**config.mk**
```make
export PLATFORM = sky130hd
export DESIGN_NAME = table_ctrl_regs
export DESIGN_NICKNAME = d
export VERILOG_FILES = /design/src/table_ctrl_pkg.sv /design/src/table_ctrl_regs.sv /design/src/table_perm_check.sv
export VERILOG_INCLUDE_DIRS = /design/src
export SDC_FILE = /design/constraint.sdc
export NUM_CORES = 1
export LEC_CHECK = 0
export ABC_CLOCK_PERIOD_IN_PS = 3600
export BUFFER_PORTS_ARGS = -buffer_cell sky130_fd_sc_hd__buf_4
export CORE_AREA = 5 5 145 147
export DETAILED_ROUTE_END_ITERATION = 8
export DIE_AREA = 0 0 150 152
export GPL_TIMING_DRIVEN = 0
export PLACE_DENSITY = 0.76
export SYNTH_ARGS = -nofsm -noshare
export SYNTH_HDL_FRONTEND = slang
export SYNTH_SLANG_ARGS = --single-unit
export TNS_END_PERCENT = 20
```
**constraint.sdc**
```tcl
create_clock -name clk -period 3.6 [get_ports clk]
set_input_delay 0.36 -clock clk [delete_from_list [all_inputs] [get_ports clk]]
set_output_delay 0.36 -clock clk [all_outputs]
set_load 0.03 [all_outputs]
```
**src/table_ctrl_map.svh**
```systemverilog
// Purpose: offsets, field positions and reset values of the table registers
// Assumes: control-register moves address registers by a small index
// Notes:   definitions only
`ifndef TABLE_CTRL_MAP_SVH
`define TABLE_CTRL_MAP_SVH

// ----------------------------------------------------------------------
// register indices on the control-move port
// ----------------------------------------------------------------------
`define TBL_IDX_BASE0      4'h0
`define TBL_IDX_BASE3      4'h3
`define TBL_IDX_CFG0       4'h4
`define TBL_IDX_CFG3       4'h7
`define TBL_IDX_PERM       4'h8

// ----------------------------------------------------------------------
// field positions
// ----------------------------------------------------------------------
`define BASE_ADDR_HI       15
`define BASE_ADDR_LO       7
`define CFG_LEGACY_BIT     28
`define CFG_WIDEN_HI       25
`define CFG_WIDEN_LO       24
`define CFG_SIZE_HI        23
`define CFG_SIZE_LO        16
`define CFG_WEIGHT_HI      13
`define CFG_WEIGHT_LO      11
`define CFG_INTERP_HI      10
`define CFG_INTERP_LO      8
`define CFG_CLAMP_BIT      7
`define CFG_SIGNED_BIT     6
`define CFG_ELEM_HI        5
`define CFG_ELEM_LO        3
`define CFG_PARALLEL_TABLE_COUNT_HI        2
`define CFG_PARALLEL_TABLE_COUNT_LO        0
`define PERM_STRIDE        4
`define FAULT_CAUSE_BIT    6

// ----------------------------------------------------------------------
// reset values, largest legal codes and the reserved table count code
// ----------------------------------------------------------------------
`define CFG_RESET          64'h0000_0000_0000_0000
`define PERM_RESET         2'h0
`define SIZE_CODE_MAX      8'h06
`define WEIGHT_CODE_MAX    3'h1
`define INTERP_CODE_MAX    3'h3
`define ELEM_CODE_MAX      3'h2
`define PARALLEL_TABLE_COUNT_CODE_MAX      3'h5
`define PARALLEL_TABLE_COUNT_CODE_GAP      3'h3

`endif

```
**src/table_ctrl_pkg.sv**
```systemverilog
// Purpose: types shared by the table control block
// Assumes: nothing
// Notes:   no constants here, see table_ctrl_map.svh
package table_ctrl_pkg;

	// permission codes per table set
	typedef enum logic [1:0] {
		PERM_NONE   = 2'b00,
		PERM_READ   = 2'b01,
		PERM_UPDATE = 2'b10,
		PERM_FULL   = 2'b11
	} perm_code_t;

	// table instruction kinds
	typedef enum logic [2:0] {
		OP_READ   = 3'b000,
		OP_WRITE  = 3'b001,
		OP_INIT   = 3'b010,
		OP_BIN    = 3'b011,
		OP_WBIN   = 3'b100
	} table_op_t;

	// control-register move request
	typedef struct packed {
		logic        valid;
		logic        write;
		logic        supervisor;
		logic [3:0]  index;
		logic [63:0] data;
	} move_req_t;

	// table instruction request
	typedef struct packed {
		logic       valid;
		table_op_t  op;
		logic [1:0] tableIdx;
	} table_req_t;

	// decoded configuration of one table set
	typedef struct packed {
		logic       legacyBankLayout;
		logic [1:0] resultWidenMode;
		logic [7:0] sizeCode;
		logic [2:0] weightWidth;
		logic [2:0] interpolation;
		logic       binClampEnable;
		logic       signedElements;
		logic [2:0] elementWidth;
		logic [2:0] parallelTableCount;
	} table_cfg_t;

endpackage

```
**src/table_ctrl_regs.sv**
```systemverilog
// Purpose: base, configuration and permission registers for table lookup
// Assumes: one move or instruction request per cycle on each port
// Notes:   answers and faults are registered, one cycle after the request
`timescale 1ns/1ps
`include "table_ctrl_map.svh"

module table_ctrl_regs #(
	parameter int TABLES = 4
) (
	input  wire logic                      clk,
	input  wire logic                      reset_n,
	input  wire table_ctrl_pkg::move_req_t moveReq,
	input  wire table_ctrl_pkg::table_req_t tableReq,
	input  wire logic [1:0]                roCfgTable,
	input  wire logic                      roCfgWrite,
	input  wire logic [63:0]               roCfgData,
	output logic                           moveDone,
	output logic [63:0]                    moveReadData,
	output logic                           moveFault,
	output logic                           tableGo,
	output logic                           tableFault,
	output logic [63:0]                    faultReport,
	output table_ctrl_pkg::table_cfg_t     tableCfg [TABLES]
);

	// ------------------------------------------------------------------
	// storage
	// ------------------------------------------------------------------
	logic [8:0]  baseAddr [TABLES];
	logic [63:0] cfgWord  [TABLES];
	table_ctrl_pkg::perm_code_t permCode [TABLES];

	// ------------------------------------------------------------------
	// legalising decode, used for software and internal writes alike
	// ------------------------------------------------------------------
	function automatic logic [63:0] clean_cfg(input logic [63:0] w);
		logic [63:0] r;
		r = 64'h0000_0000_0000_0000;
		r[`CFG_LEGACY_BIT] = w[`CFG_LEGACY_BIT];
		r[`CFG_WIDEN_HI:`CFG_WIDEN_LO] =
			w[`CFG_WIDEN_HI:`CFG_WIDEN_LO];
		if (w[`CFG_SIZE_HI:`CFG_SIZE_LO] <= `SIZE_CODE_MAX)
			r[`CFG_SIZE_HI:`CFG_SIZE_LO] =
				w[`CFG_SIZE_HI:`CFG_SIZE_LO];
		if (w[`CFG_WEIGHT_HI:`CFG_WEIGHT_LO] <= `WEIGHT_CODE_MAX)
			r[`CFG_WEIGHT_HI:`CFG_WEIGHT_LO] =
				w[`CFG_WEIGHT_HI:`CFG_WEIGHT_LO];
		r[`CFG_CLAMP_BIT]  = w[`CFG_CLAMP_BIT];
		r[`CFG_SIGNED_BIT] = w[`CFG_SIGNED_BIT];
		r = clean_rw(r, w);
		return r;
	endfunction

	// writable fields only: software moves touch these and nothing else
	function automatic logic [63:0] clean_rw(input logic [63:0] keep,
			input logic [63:0] w);
		logic [63:0] r;
		r = keep;
		r[`CFG_INTERP_HI:`CFG_INTERP_LO] = 3'h0;
		r[`CFG_ELEM_HI:`CFG_ELEM_LO] = 3'h0;
		r[`CFG_PARALLEL_TABLE_COUNT_HI:`CFG_PARALLEL_TABLE_COUNT_LO] = 3'h0;
		r[`CFG_CLAMP_BIT]  = w[`CFG_CLAMP_BIT];
		r[`CFG_SIGNED_BIT] = w[`CFG_SIGNED_BIT];
		if (w[`CFG_INTERP_HI:`CFG_INTERP_LO] <= `INTERP_CODE_MAX)
			r[`CFG_INTERP_HI:`CFG_INTERP_LO] =
				w[`CFG_INTERP_HI:`CFG_INTERP_LO];
		if (w[`CFG_ELEM_HI:`CFG_ELEM_LO] <= `ELEM_CODE_MAX)
			r[`CFG_ELEM_HI:`CFG_ELEM_LO] =
				w[`CFG_ELEM_HI:`CFG_ELEM_LO];
		if (w[`CFG_PARALLEL_TABLE_COUNT_HI:`CFG_PARALLEL_TABLE_COUNT_LO] <= `PARALLEL_TABLE_COUNT_CODE_MAX &&
				w[`CFG_PARALLEL_TABLE_COUNT_HI:`CFG_PARALLEL_TABLE_COUNT_LO] != `PARALLEL_TABLE_COUNT_CODE_GAP)
			r[`CFG_PARALLEL_TABLE_COUNT_HI:`CFG_PARALLEL_TABLE_COUNT_LO] =
				w[`CFG_PARALLEL_TABLE_COUNT_HI:`CFG_PARALLEL_TABLE_COUNT_LO];
		return r;
	endfunction

	// ------------------------------------------------------------------
	// move decode
	// ------------------------------------------------------------------
	logic       moveIsBase;
	logic       moveIsCfg;
	logic       moveIsPerm;
	logic [1:0] moveTable;

	// index[1:0] picks the table for base and configuration moves; the
	// permission index lands on table 0 here but never uses that check
	always_comb begin
		moveIsBase = moveReq.index <= `TBL_IDX_BASE3;
		moveIsCfg  = moveReq.index >= `TBL_IDX_CFG0 &&
			moveReq.index <= `TBL_IDX_CFG3;
		moveIsPerm = moveReq.index == `TBL_IDX_PERM;
		moveTable  = moveReq.index[1:0];
	end

	// ------------------------------------------------------------------
	// permission checks, one for moves, one for instructions
	// ------------------------------------------------------------------
	logic moveGranted;
	logic opGranted;

	table_perm_check moveCheck (
		.code      (permCode[moveTable]),
		.isMove    (1'b1),
		.moveWrite (moveReq.write),
		.op        (table_ctrl_pkg::OP_READ),
		.granted   (moveGranted)
	);

	table_perm_check opCheck (
		.code      (permCode[tableReq.tableIdx]),
		.isMove    (1'b0),
		.moveWrite (1'b0),
		.op        (tableReq.op),
		.granted   (opGranted)
	);

	// the permission register itself needs supervisor mode to be written;
	// an unmapped index or a user write to it is a fault
	logic moveOk;

	always_comb begin
		if (moveIsPerm)
			moveOk = !moveReq.write || moveReq.supervisor;
		else if (moveIsBase || moveIsCfg)
			moveOk = moveGranted;
		else
			moveOk = 1'b0;
	end

	// ------------------------------------------------------------------
	// base address registers, no reset: content undefined after reset
	// ------------------------------------------------------------------
	// only bits 15-7 are stored: higher address bits of a move are
	// dropped, which saves flops since the table region is small
	always_ff @(posedge clk) begin
		if (moveReq.valid && moveReq.write && moveIsBase && moveOk)
			baseAddr[moveTable] <=
				moveReq.data[`BASE_ADDR_HI:`BASE_ADDR_LO];
	end

	// ------------------------------------------------------------------
	// configuration registers, one per table set
	// ------------------------------------------------------------------
	genvar g;
	generate
		for (g = 0; g < TABLES; g++) begin : cfgSet
			always_ff @(posedge clk or negedge reset_n) begin
				if (!reset_n)
					cfgWord[g] <= `CFG_RESET;
				else if (roCfgWrite && roCfgTable == 2'(g))
					cfgWord[g] <= clean_cfg(roCfgData);
				else if (moveReq.valid && moveReq.write && moveIsCfg &&
						moveOk && moveTable == 2'(g))
					cfgWord[g] <= clean_rw(cfgWord[g],
						moveReq.data);
			end

			always_comb begin
				tableCfg[g].legacyBankLayout = cfgWord[g][`CFG_LEGACY_BIT];
				tableCfg[g].resultWidenMode =
					cfgWord[g][`CFG_WIDEN_HI:`CFG_WIDEN_LO];
				tableCfg[g].sizeCode = cfgWord[g][`CFG_SIZE_HI:`CFG_SIZE_LO];
				tableCfg[g].weightWidth =
					cfgWord[g][`CFG_WEIGHT_HI:`CFG_WEIGHT_LO];
				tableCfg[g].interpolation =
					cfgWord[g][`CFG_INTERP_HI:`CFG_INTERP_LO];
				tableCfg[g].binClampEnable = cfgWord[g][`CFG_CLAMP_BIT];
				tableCfg[g].signedElements = cfgWord[g][`CFG_SIGNED_BIT];
				tableCfg[g].elementWidth =
					cfgWord[g][`CFG_ELEM_HI:`CFG_ELEM_LO];
				tableCfg[g].parallelTableCount =
					cfgWord[g][`CFG_PARALLEL_TABLE_COUNT_HI:`CFG_PARALLEL_TABLE_COUNT_LO];
			end

			// permission field per table, supervisor-only
			always_ff @(posedge clk or negedge reset_n) begin
				if (!reset_n)
					permCode[g] <= table_ctrl_pkg::PERM_NONE;
				else if (moveReq.valid && moveReq.write && moveIsPerm &&
						moveReq.supervisor)
					permCode[g] <= table_ctrl_pkg::perm_code_t'(
						moveReq.data[`PERM_STRIDE*g +: 2]);
			end
		end
	endgenerate

	// ------------------------------------------------------------------
	// move answer: read data and fault, one cycle after the request
	// ------------------------------------------------------------------
	logic [63:0] next_moveReadData;

	always_comb begin
		next_moveReadData = 64'h0000_0000_0000_0000;
		if (moveIsBase)
			next_moveReadData[`BASE_ADDR_HI:`BASE_ADDR_LO] =
				baseAddr[moveTable];
		else if (moveIsCfg)
			next_moveReadData = cfgWord[moveTable];
		else if (moveIsPerm)
			for (int i = 0; i < TABLES; i++)
				next_moveReadData[`PERM_STRIDE*i +: 2] = permCode[i];
	end

	always_ff @(posedge clk or negedge reset_n) begin
		if (!reset_n) begin
			moveDone     <= 1'b0;
			moveFault    <= 1'b0;
			moveReadData <= 64'h0000_0000_0000_0000;
		end else begin
			moveDone  <= moveReq.valid && moveOk;
			moveFault <= moveReq.valid && !moveOk;
			if (moveReq.valid && !moveReq.write && moveOk)
				moveReadData <= next_moveReadData;
		end
	end

	// ------------------------------------------------------------------
	// table instruction answer and fault cause report
	// ------------------------------------------------------------------
	// the cause bit follows tableFault for one cycle; this block rewrites it
	// every cycle, so it is set only in the cycle after a refused instruction
	always_ff @(posedge clk or negedge reset_n) begin
		if (!reset_n) begin
			tableGo     <= 1'b0;
			tableFault  <= 1'b0;
			faultReport <= 64'h0000_0000_0000_0000;
		end else begin
			tableGo    <= tableReq.valid && opGranted;
			tableFault <= tableReq.valid && !opGranted;
			faultReport <= 64'h0000_0000_0000_0000;
			faultReport[`FAULT_CAUSE_BIT] <=
				tableReq.valid && !opGranted;
		end
	end
endmodule

```
**src/table_perm_check.sv**
```systemverilog
// Purpose: grant or refuse one access against a table permission code
// Assumes: purely combinational
// Notes:   shared by the move path and the instruction path
`timescale 1ns/1ps
module table_perm_check (
	input  wire table_ctrl_pkg::perm_code_t code,
	input  wire logic                       isMove,
	input  wire logic                       moveWrite,
	input  wire table_ctrl_pkg::table_op_t  op,
	output logic                            granted
);

	// ------------------------------------------------------------------
	// permission decode
	// ------------------------------------------------------------------
	// code 1 refuses register writes on every table alike, so the
	// four permission fields decode the same way
	always_comb begin
		granted = 1'b0;
		case (code)
			table_ctrl_pkg::PERM_NONE:
				granted = 1'b0;
			table_ctrl_pkg::PERM_READ:
				granted = isMove ? !moveWrite
					: (op == table_ctrl_pkg::OP_READ);
			table_ctrl_pkg::PERM_UPDATE:
				granted = isMove ? !moveWrite : 1'b1;
			table_ctrl_pkg::PERM_FULL:
				granted = 1'b1;
			default:
				granted = 1'b0;
		endcase
	end

endmodule

```
* Word-level counts from Yosys, hierarchy flattened
Memory sizes are Yosys's and may differ from the RTL's.
Index checks and enable logic that the tools add are counted.
Widths: inputs -> output; s select.
** Word-level totals
- Register bits after elaboration :: 332
- RAM bits :: 36
- Input bits :: 146
- Output and inout port bits :: 232
- Word-level logic and storage cells :: 134
- Memories kept :: 1
** Memories
- baseAddr :: words 4, bits a word 9, read ports 1, clocked after Yosys merged registers in 0, write ports 1, RTL line table_ctrl_regs.sv:29 : logic [8:0] baseAddr [TABLES];
** Cells by class
- Order comparisons :: 13
- Equal/unequal tests :: 15
- Mux-type cells :: 46
- Bitwise logic cells :: 2
- Reduce and logical (&&, ||, !) cells :: 40
** Operators with widths (number)
- $mux 64 :: 6
- $bmux 64 s2 :: 1
- $mux 50 :: 1
- $mux 48 :: 1
- $mux 11 :: 4
- $mux 2 :: 15
- $logic_and 1x1->1 :: 24
- $mux 3 :: 7
- $eq 2x2->1 const B :: 8
- $le 3x2->1 const B :: 4
- $mux 9 :: 1
- $bmux 2 s2 :: 2
- $eq 2x1->1 const B :: 4
- $le 8x3->1 const B :: 1
- $logic_not 2->1 :: 4
- $mux 8 :: 1
- $reduce_bool 2->1 :: 4
- $mux 7 :: 1
- $ge 3x3->1 const B :: 2
- $le 3x3->1 const B :: 2
- $ne 3x2->1 const B :: 2
- $not 2->3 :: 2
- $pmux 1 s3 :: 2
- $eq 4x4->1 const B :: 1
- 9 further kinds :: 16

* Logic depth before layout (Yosys ltp)
- Depth in word-level cells :: 13
- Gate-level depth with buffers :: 12
- Mapped depth without buffers :: 7

* Hierarchy
From an unflattened synthesis, not the netlist that was laid out.
** Unflattened totals
- Cells, all modules :: 717
- Area total of the unflattened synthesis :: 8555.7 µm²
** Modules (own cells, without submodules)
- table_ctrl_regs :: instances 1, cells each 707, area each 8495.6 µm², seq. area each 4559.4 µm²
- table_perm_check :: instances 2, cells each 5, area each 30.0 µm², seq. area each 0.0 µm²

* Worst setup path after synthesis
OpenSTA, ideal clock, no wires.
- Kind :: input to register
- Start :: in moveReq[64] (netlist bit)
- End :: mem baseAddr[0][0], enable pin
- Library setup time :: 0.387 ns
- Data arrival time :: 2.944 ns
- Data required time :: 3.213 ns
- Slack :: 0.269 ns
- Cell stages on the path :: 9
- Path buffers :: 3
- Path through :: buf_2 buf_2 buf_4 mux4_2 inv_1 ha_1 nand4b_4 or3_1 nor3_1
** On the way
- Longest elaborated chain between the ends :: 12
- Elaborated cells between the ends (all ways) :: 22
- Classes of those cells :: 3 x order compare; 4 x eq/ne; 8 x mux; 1 x bitwise; 6 x reduce/logical
** RTL lines
- start, declared :: RTL line table_ctrl_regs.sv:12 : input wire table_ctrl_pkg::move_req_t moveReq,
- $not 2->3 (not written as such) :: RTL line table_ctrl_regs.sv:102 : .code (permCode[moveTable]),
- $bmux 2 s2 :: RTL line table_ctrl_regs.sv:102
- $mux 2 (not written as such) (2 in a row) :: RTL line table_ctrl_regs.sv:102
- $eq 2x1->1 or $eq 2x2->1 (tied branches) :: RTL line table_perm_check.sv:20 : case (code)
- $reduce_or 2->1 (no source line)
- $pmux 1 s3 :: RTL line table_perm_check.sv:20
- $mux 1 :: RTL line table_ctrl_regs.sv:124 : else if (moveIsBase || moveIsCfg)
- $mux 1 :: RTL line table_ctrl_regs.sv:122 : if (moveIsPerm)
- $logic_and 1x1->1 :: RTL line table_ctrl_regs.sv:136 : if (moveReq.valid && moveReq.write && moveIsBase && moveOk)
- $mux 1 :: RTL line table_ctrl_regs.sv:136
- $mux 1 :: RTL line table_ctrl_regs.sv:137 : baseAddr[moveTable] <=
- end, declared :: RTL line table_ctrl_regs.sv:29
Parallel ways exist; a longest one is shown, timed or not. The select of a mux whose other input is x is not followed.

* Worst setup path in the final report
- Start :: in moveReq[64] (netlist bit)
- End :: mem baseAddr[2][4], enable pin
Same word-level chain as after synthesis.

==> results by group <==
Outcome
  • Outcome: finished, violations left
  • Violations in the final reports: setup timing

Place
  • HPWL after DPL: ~20000 um
  • Post-placement setup slack: -0.532 ns
  • Port bufs: approximately 220
  • Placed Cells: 1293
  • Gp weighted congestion: 0.898

Worst setup path
  • Kind of end point of the critical path: register
  • Highest cell delay on the worst timing path: between 0.8 and 0.9 ns
  • Cell family with most CP delay: simple AND/OR/NAND/NOR gates
  • Worst-path cell with the longest stage delay: sky130_fd_sc_hd__nor2_1
  • Data arrival time at the worst-slack endpoint: about 3.7 ns
  • Worst setup path class: in -> reg
  • Cells along the critical path: buf_4, buf_2, buf_2, buf_4, mux4_2, ha_1, nand4b_4, or3_1, nor2_1
  • Largest fanout on the critical path: 10
  • Worst Setup SP: moveReq[64]
  • Number of buffers and inverters on the critical path: 4
  • Launching element type of the critical path: input pin
  • Startpoint of the worst-slack reg-to-reg timing path: permCode[1]
  • Required arrival time at the worst endpoint: about 3.7 ns

Synth
  • Count of mapped cells out of synthesis: 737
  • Synthesized area per cell: between 10 and 15 um^2
  • Share of flip-flops with an asynchronous set or reset after synthesis: 0.795
  • Top FF cell, synth: sky130_fd_sc_hd__dfrtp_1
  • Dominant cells by area after synthesis: sky130_fd_sc_hd__dfrtp_1 (41%), sky130_fd_sc_hd__edfxtp_1 (13%), sky130_fd_sc_hd__mux4_2 (9.9%), sky130_fd_sc_hd__buf_4 (9.0%), sky130_fd_sc_hd__nand2_1 (5.0%)
  • Yosys Warn Count: 0
  • Largest area contributor in the netlist: sky130_fd_sc_hd__dfrtp_1
  • Netlist cell types: 43
  • Number of synthesized register bits: about 180
  • Share of the synthesized area in the top cell type: 0.405
  • Number of synthesized flops with an enable pin: 36
  • Sequential area share after synthesis: 0.531
  • Cell Area, Synth: 8640 um^2

Floorplanning
  • Width of the chip: about 150 um
  • Io pins: 378
  • Die footprint: roughly 23000 um^2
  • Starting Density: 0.437
  • Number of rows in the core area: 52
  • Die Y-Extent: between 150 and 200 um
  • Core outline area: just under 20000 um^2

Global routing
  • GRT overflow: 0
  • Total global-route track usage: 0.227
  • Largest net degree at the start of global routing: between 70 and 80
  • Via count of the first global-routing pass: 6480
  • First-pass GRT wire length: slightly below 40000 um
  • Initial antenna violation count: 0

Pwr
  • Sequential cell fraction of total power: 0.450
  • Overall power: about 5.0 mW
  • Fraction of power spent switching nets: 0.299
  • Clock share of power: 0.348
  • Leak: 5.60 nW
  • Maximum VDD drop: about 350 uV
  • Total power density per cell area: approximately 440 nW/um^2
  • Total net switching power: 1.50 mW
  • Cell Int Power: 3.51 mW
  • Share of power burned in combinational logic: 0.202

Timing
  • Rel. slew slack: 0.248
  • Total negative slack for setup checks: -1.87 ns
  • Period utilization: 1.02
  • Max Slew Vio Count: 0
  • Worst setup skew after layout: 0.0113 ns
  • Fmax: about 270 MHz
  • Final Hold Fails: 0
  • Final worst path period need: about 3.7 ns
  • Transition time of the tightest slew-check pin: about 1.1 ns
  • Unrepaired setup endpoints after global routing: true
  • Number of endpoints failing setup at the final stage: 27
  • Final worst setup slack: -0.0862 ns

Min path
  • Path type of the worst min-delay path: in -> reg
  • Min-delay src: moveReq[11]

Final layout
  • Most frequent standard cell in the layout excluding fill and tap cells: sky130_fd_sc_hd__buf_4
  • Area growth from synthesis to final layout: 33.0%
  • Fillers: around 1700
  • Share of post-route cells with drive strength above 1: 0.420
  • Antenna diode count: 0
  • Number of nets in the final layout: between 1000 and 1500
  • Number of cells in the finished layout apart from fillers: ~1300
  • Fraction of the core area covered by cells at the end of the flow: 0.581
  • Highest-count cells in the layout ignoring fill and taps: sky130_fd_sc_hd__buf_4 (326), sky130_fd_sc_hd__dfrtp_1 (140), sky130_fd_sc_hd__nand2_1 (114)

Clock network
  • Post CTS Setup Buffer Count: 0
  • CTS sink cnt: 176
  • Clock tree from TritonCTS: yes
  • Skew-Pair Late Insertion Delay: roughly 0.44 ns
  • Cts bufs inserted: 17
  • Clock edge transition at the registers on the reported setup and hold paths: approximately 0.060 ns
  • Clock Tree Root: sky130_fd_sc_hd__clkbuf_16
  • H-Tree Depth: 4
  • Maximum clock path buffer count: 2

Run
  • Max capacitance violation total: 0

Drt
  • Antenna viol nets, final: 0
  • Total Wirelength: 25900 um
  • Drt first pass iters: 5
  • Total vias in the final route: between 6000 and 7000
  • Count of unresolved DRC violations after routing: 0
  • Count of routing violations after the opening detailed-route iteration: 541
  • Mean number of vias per cell: ~5
  • Mean routed wirelength per cell: slightly below 20 um
==> path summary, 6_finish.rpt <==
| check | slack, ns | cells after the start | to |
|---|---|---|---|
| min in group asynchronous | 0.48 | 2 | moveReadData[23] |
| max in group asynchronous | 2.32 | 3 | moveReadData[17] |
| min reg2reg | 0.48 | 2 | moveReadData[16] |
| max reg2reg | 0.63 | 5 | baseAddr[2][4] |
| min | 0.13 | 1 | baseAddr[0][4] |
| max | -0.09 | 9 | baseAddr[2][4] |
==> worst register-to-register path, cell delays in order (launching register included) <==
cell and delay [ns]:
sky130_fd_sc_hd__dfrtp_1 0.41, sky130_fd_sc_hd__mux4_2 0.27, sky130_fd_sc_hd__ha_1 0.38, sky130_fd_sc_hd__nand4b_4 0.25
sky130_fd_sc_hd__or3_1 0.44, sky130_fd_sc_hd__nor2_1 0.84
==> sequential cells by signal (all words and copies together) (netlist names) <==
| register | count |
|---|---|
| tableCfg | 100 |
| baseAddr | 36 |
| moveReadData | 28 |
| faultReport | 1 |
| tableGo | 1 |
| moveFault | 1 |
| moveDone | 1 |
| permCode | 8 |
==> cells in the mapped netlist, types with 3 or more instances <==
cell,number
sky130_fd_sc_hd__and3_1,3
sky130_fd_sc_hd__o21ai_0,44
sky130_fd_sc_hd__buf_2,8
sky130_fd_sc_hd__a22oi_1,5
sky130_fd_sc_hd__buf_4,104
sky130_fd_sc_hd__and2_1,38
sky130_fd_sc_hd__o21ai_2,10
sky130_fd_sc_hd__nor3_1,3
sky130_fd_sc_hd__inv_1,17
sky130_fd_sc_hd__mux2_2,12
sky130_fd_sc_hd__o2111ai_1,3
sky130_fd_sc_hd__a31oi_1,4
sky130_fd_sc_hd__nor2_1,35
sky130_fd_sc_hd__nand3_1,18
sky130_fd_sc_hd__nand2_1,114
sky130_fd_sc_hd__a221o_1,18
sky130_fd_sc_hd__dfrtp_1,140
sky130_fd_sc_hd__nand2b_1,3
sky130_fd_sc_hd__nor2b_1,14
sky130_fd_sc_hd__clkbuf_1,19
sky130_fd_sc_hd__mux4_2,38
sky130_fd_sc_hd__or4_1,3
sky130_fd_sc_hd__nor3b_1,7
sky130_fd_sc_hd__edfxtp_1,36
sky130_fd_sc_hd__mux2i_1,16
==> power groups by stage <==
stage | Clock, mW | Sequential [mW] | Combinational (mW)
after CTS | 1.76 | 2.25 | 1.02
after floorplan | 0 | 2.46 | 0.429
final | 1.74 | 2.25 | 1.01
after global routing | 1.85 | 2.26 | 1.08
after detailed placement | 0 | 2.28 | 1.01
after global placement | 0 | 2.28 | 0.996
==> repair_timing <==
| action | CTS | global route |
|---|---|---|
| endpoints found under the hold margin | 66 | 0 |
| hold buffers | 1 | 0 |
| resized for setup | 0 | 4 |
| endpoints found under the setup margin | 27 | 56 |
==> metal layers <==
layer	vias up	track usage	routed length (um)
met3	37	0.0670	2960
met2	355	0.374	12800
met4	0	0.0614	464
met1	3125	0.294	9660
met5	-	0	0
li1	3038	-	-
==> final cells by class <==
type                            instances  area (um^2)  area share
Timing Repair Buffer                  225         1720       0.149
Clock buffer                           21          482      0.0419
Inverter                               17         63.8     0.00555
Tap cell                              270          338      0.0294
Sequential cell                       176         4580       0.399
Clock inverter                         11         77.6     0.00675
Multi-Input combinational cell        472         3310       0.288
Buffer                                134          921      0.0801
==> cell families after synthesis <==
kind of cell    Yosys count  share of synthesized area
compound gates           87                     0.0696
fa+ha+maj                 2                    0.00290
buf+inv                 151                      0.114
flops                   176                      0.531
mux                      66                      0.133
other cells               1                   0.000434
simple gates            254                      0.150
==> through the flow <==
step | area, um^2 | hold WS [ns]
2_1_floorplan | 8870 | 0.0644
3_3_place_gp | 10900 | 0.464
3_5_place_dp | 10900 | 0.396
4_1_cts | 11500 | 0.115
5_1_grt | 11500 | 0.122
6_report | 11500 | 0.131
No activity file was read; power rests on OpenSTA's default activity.
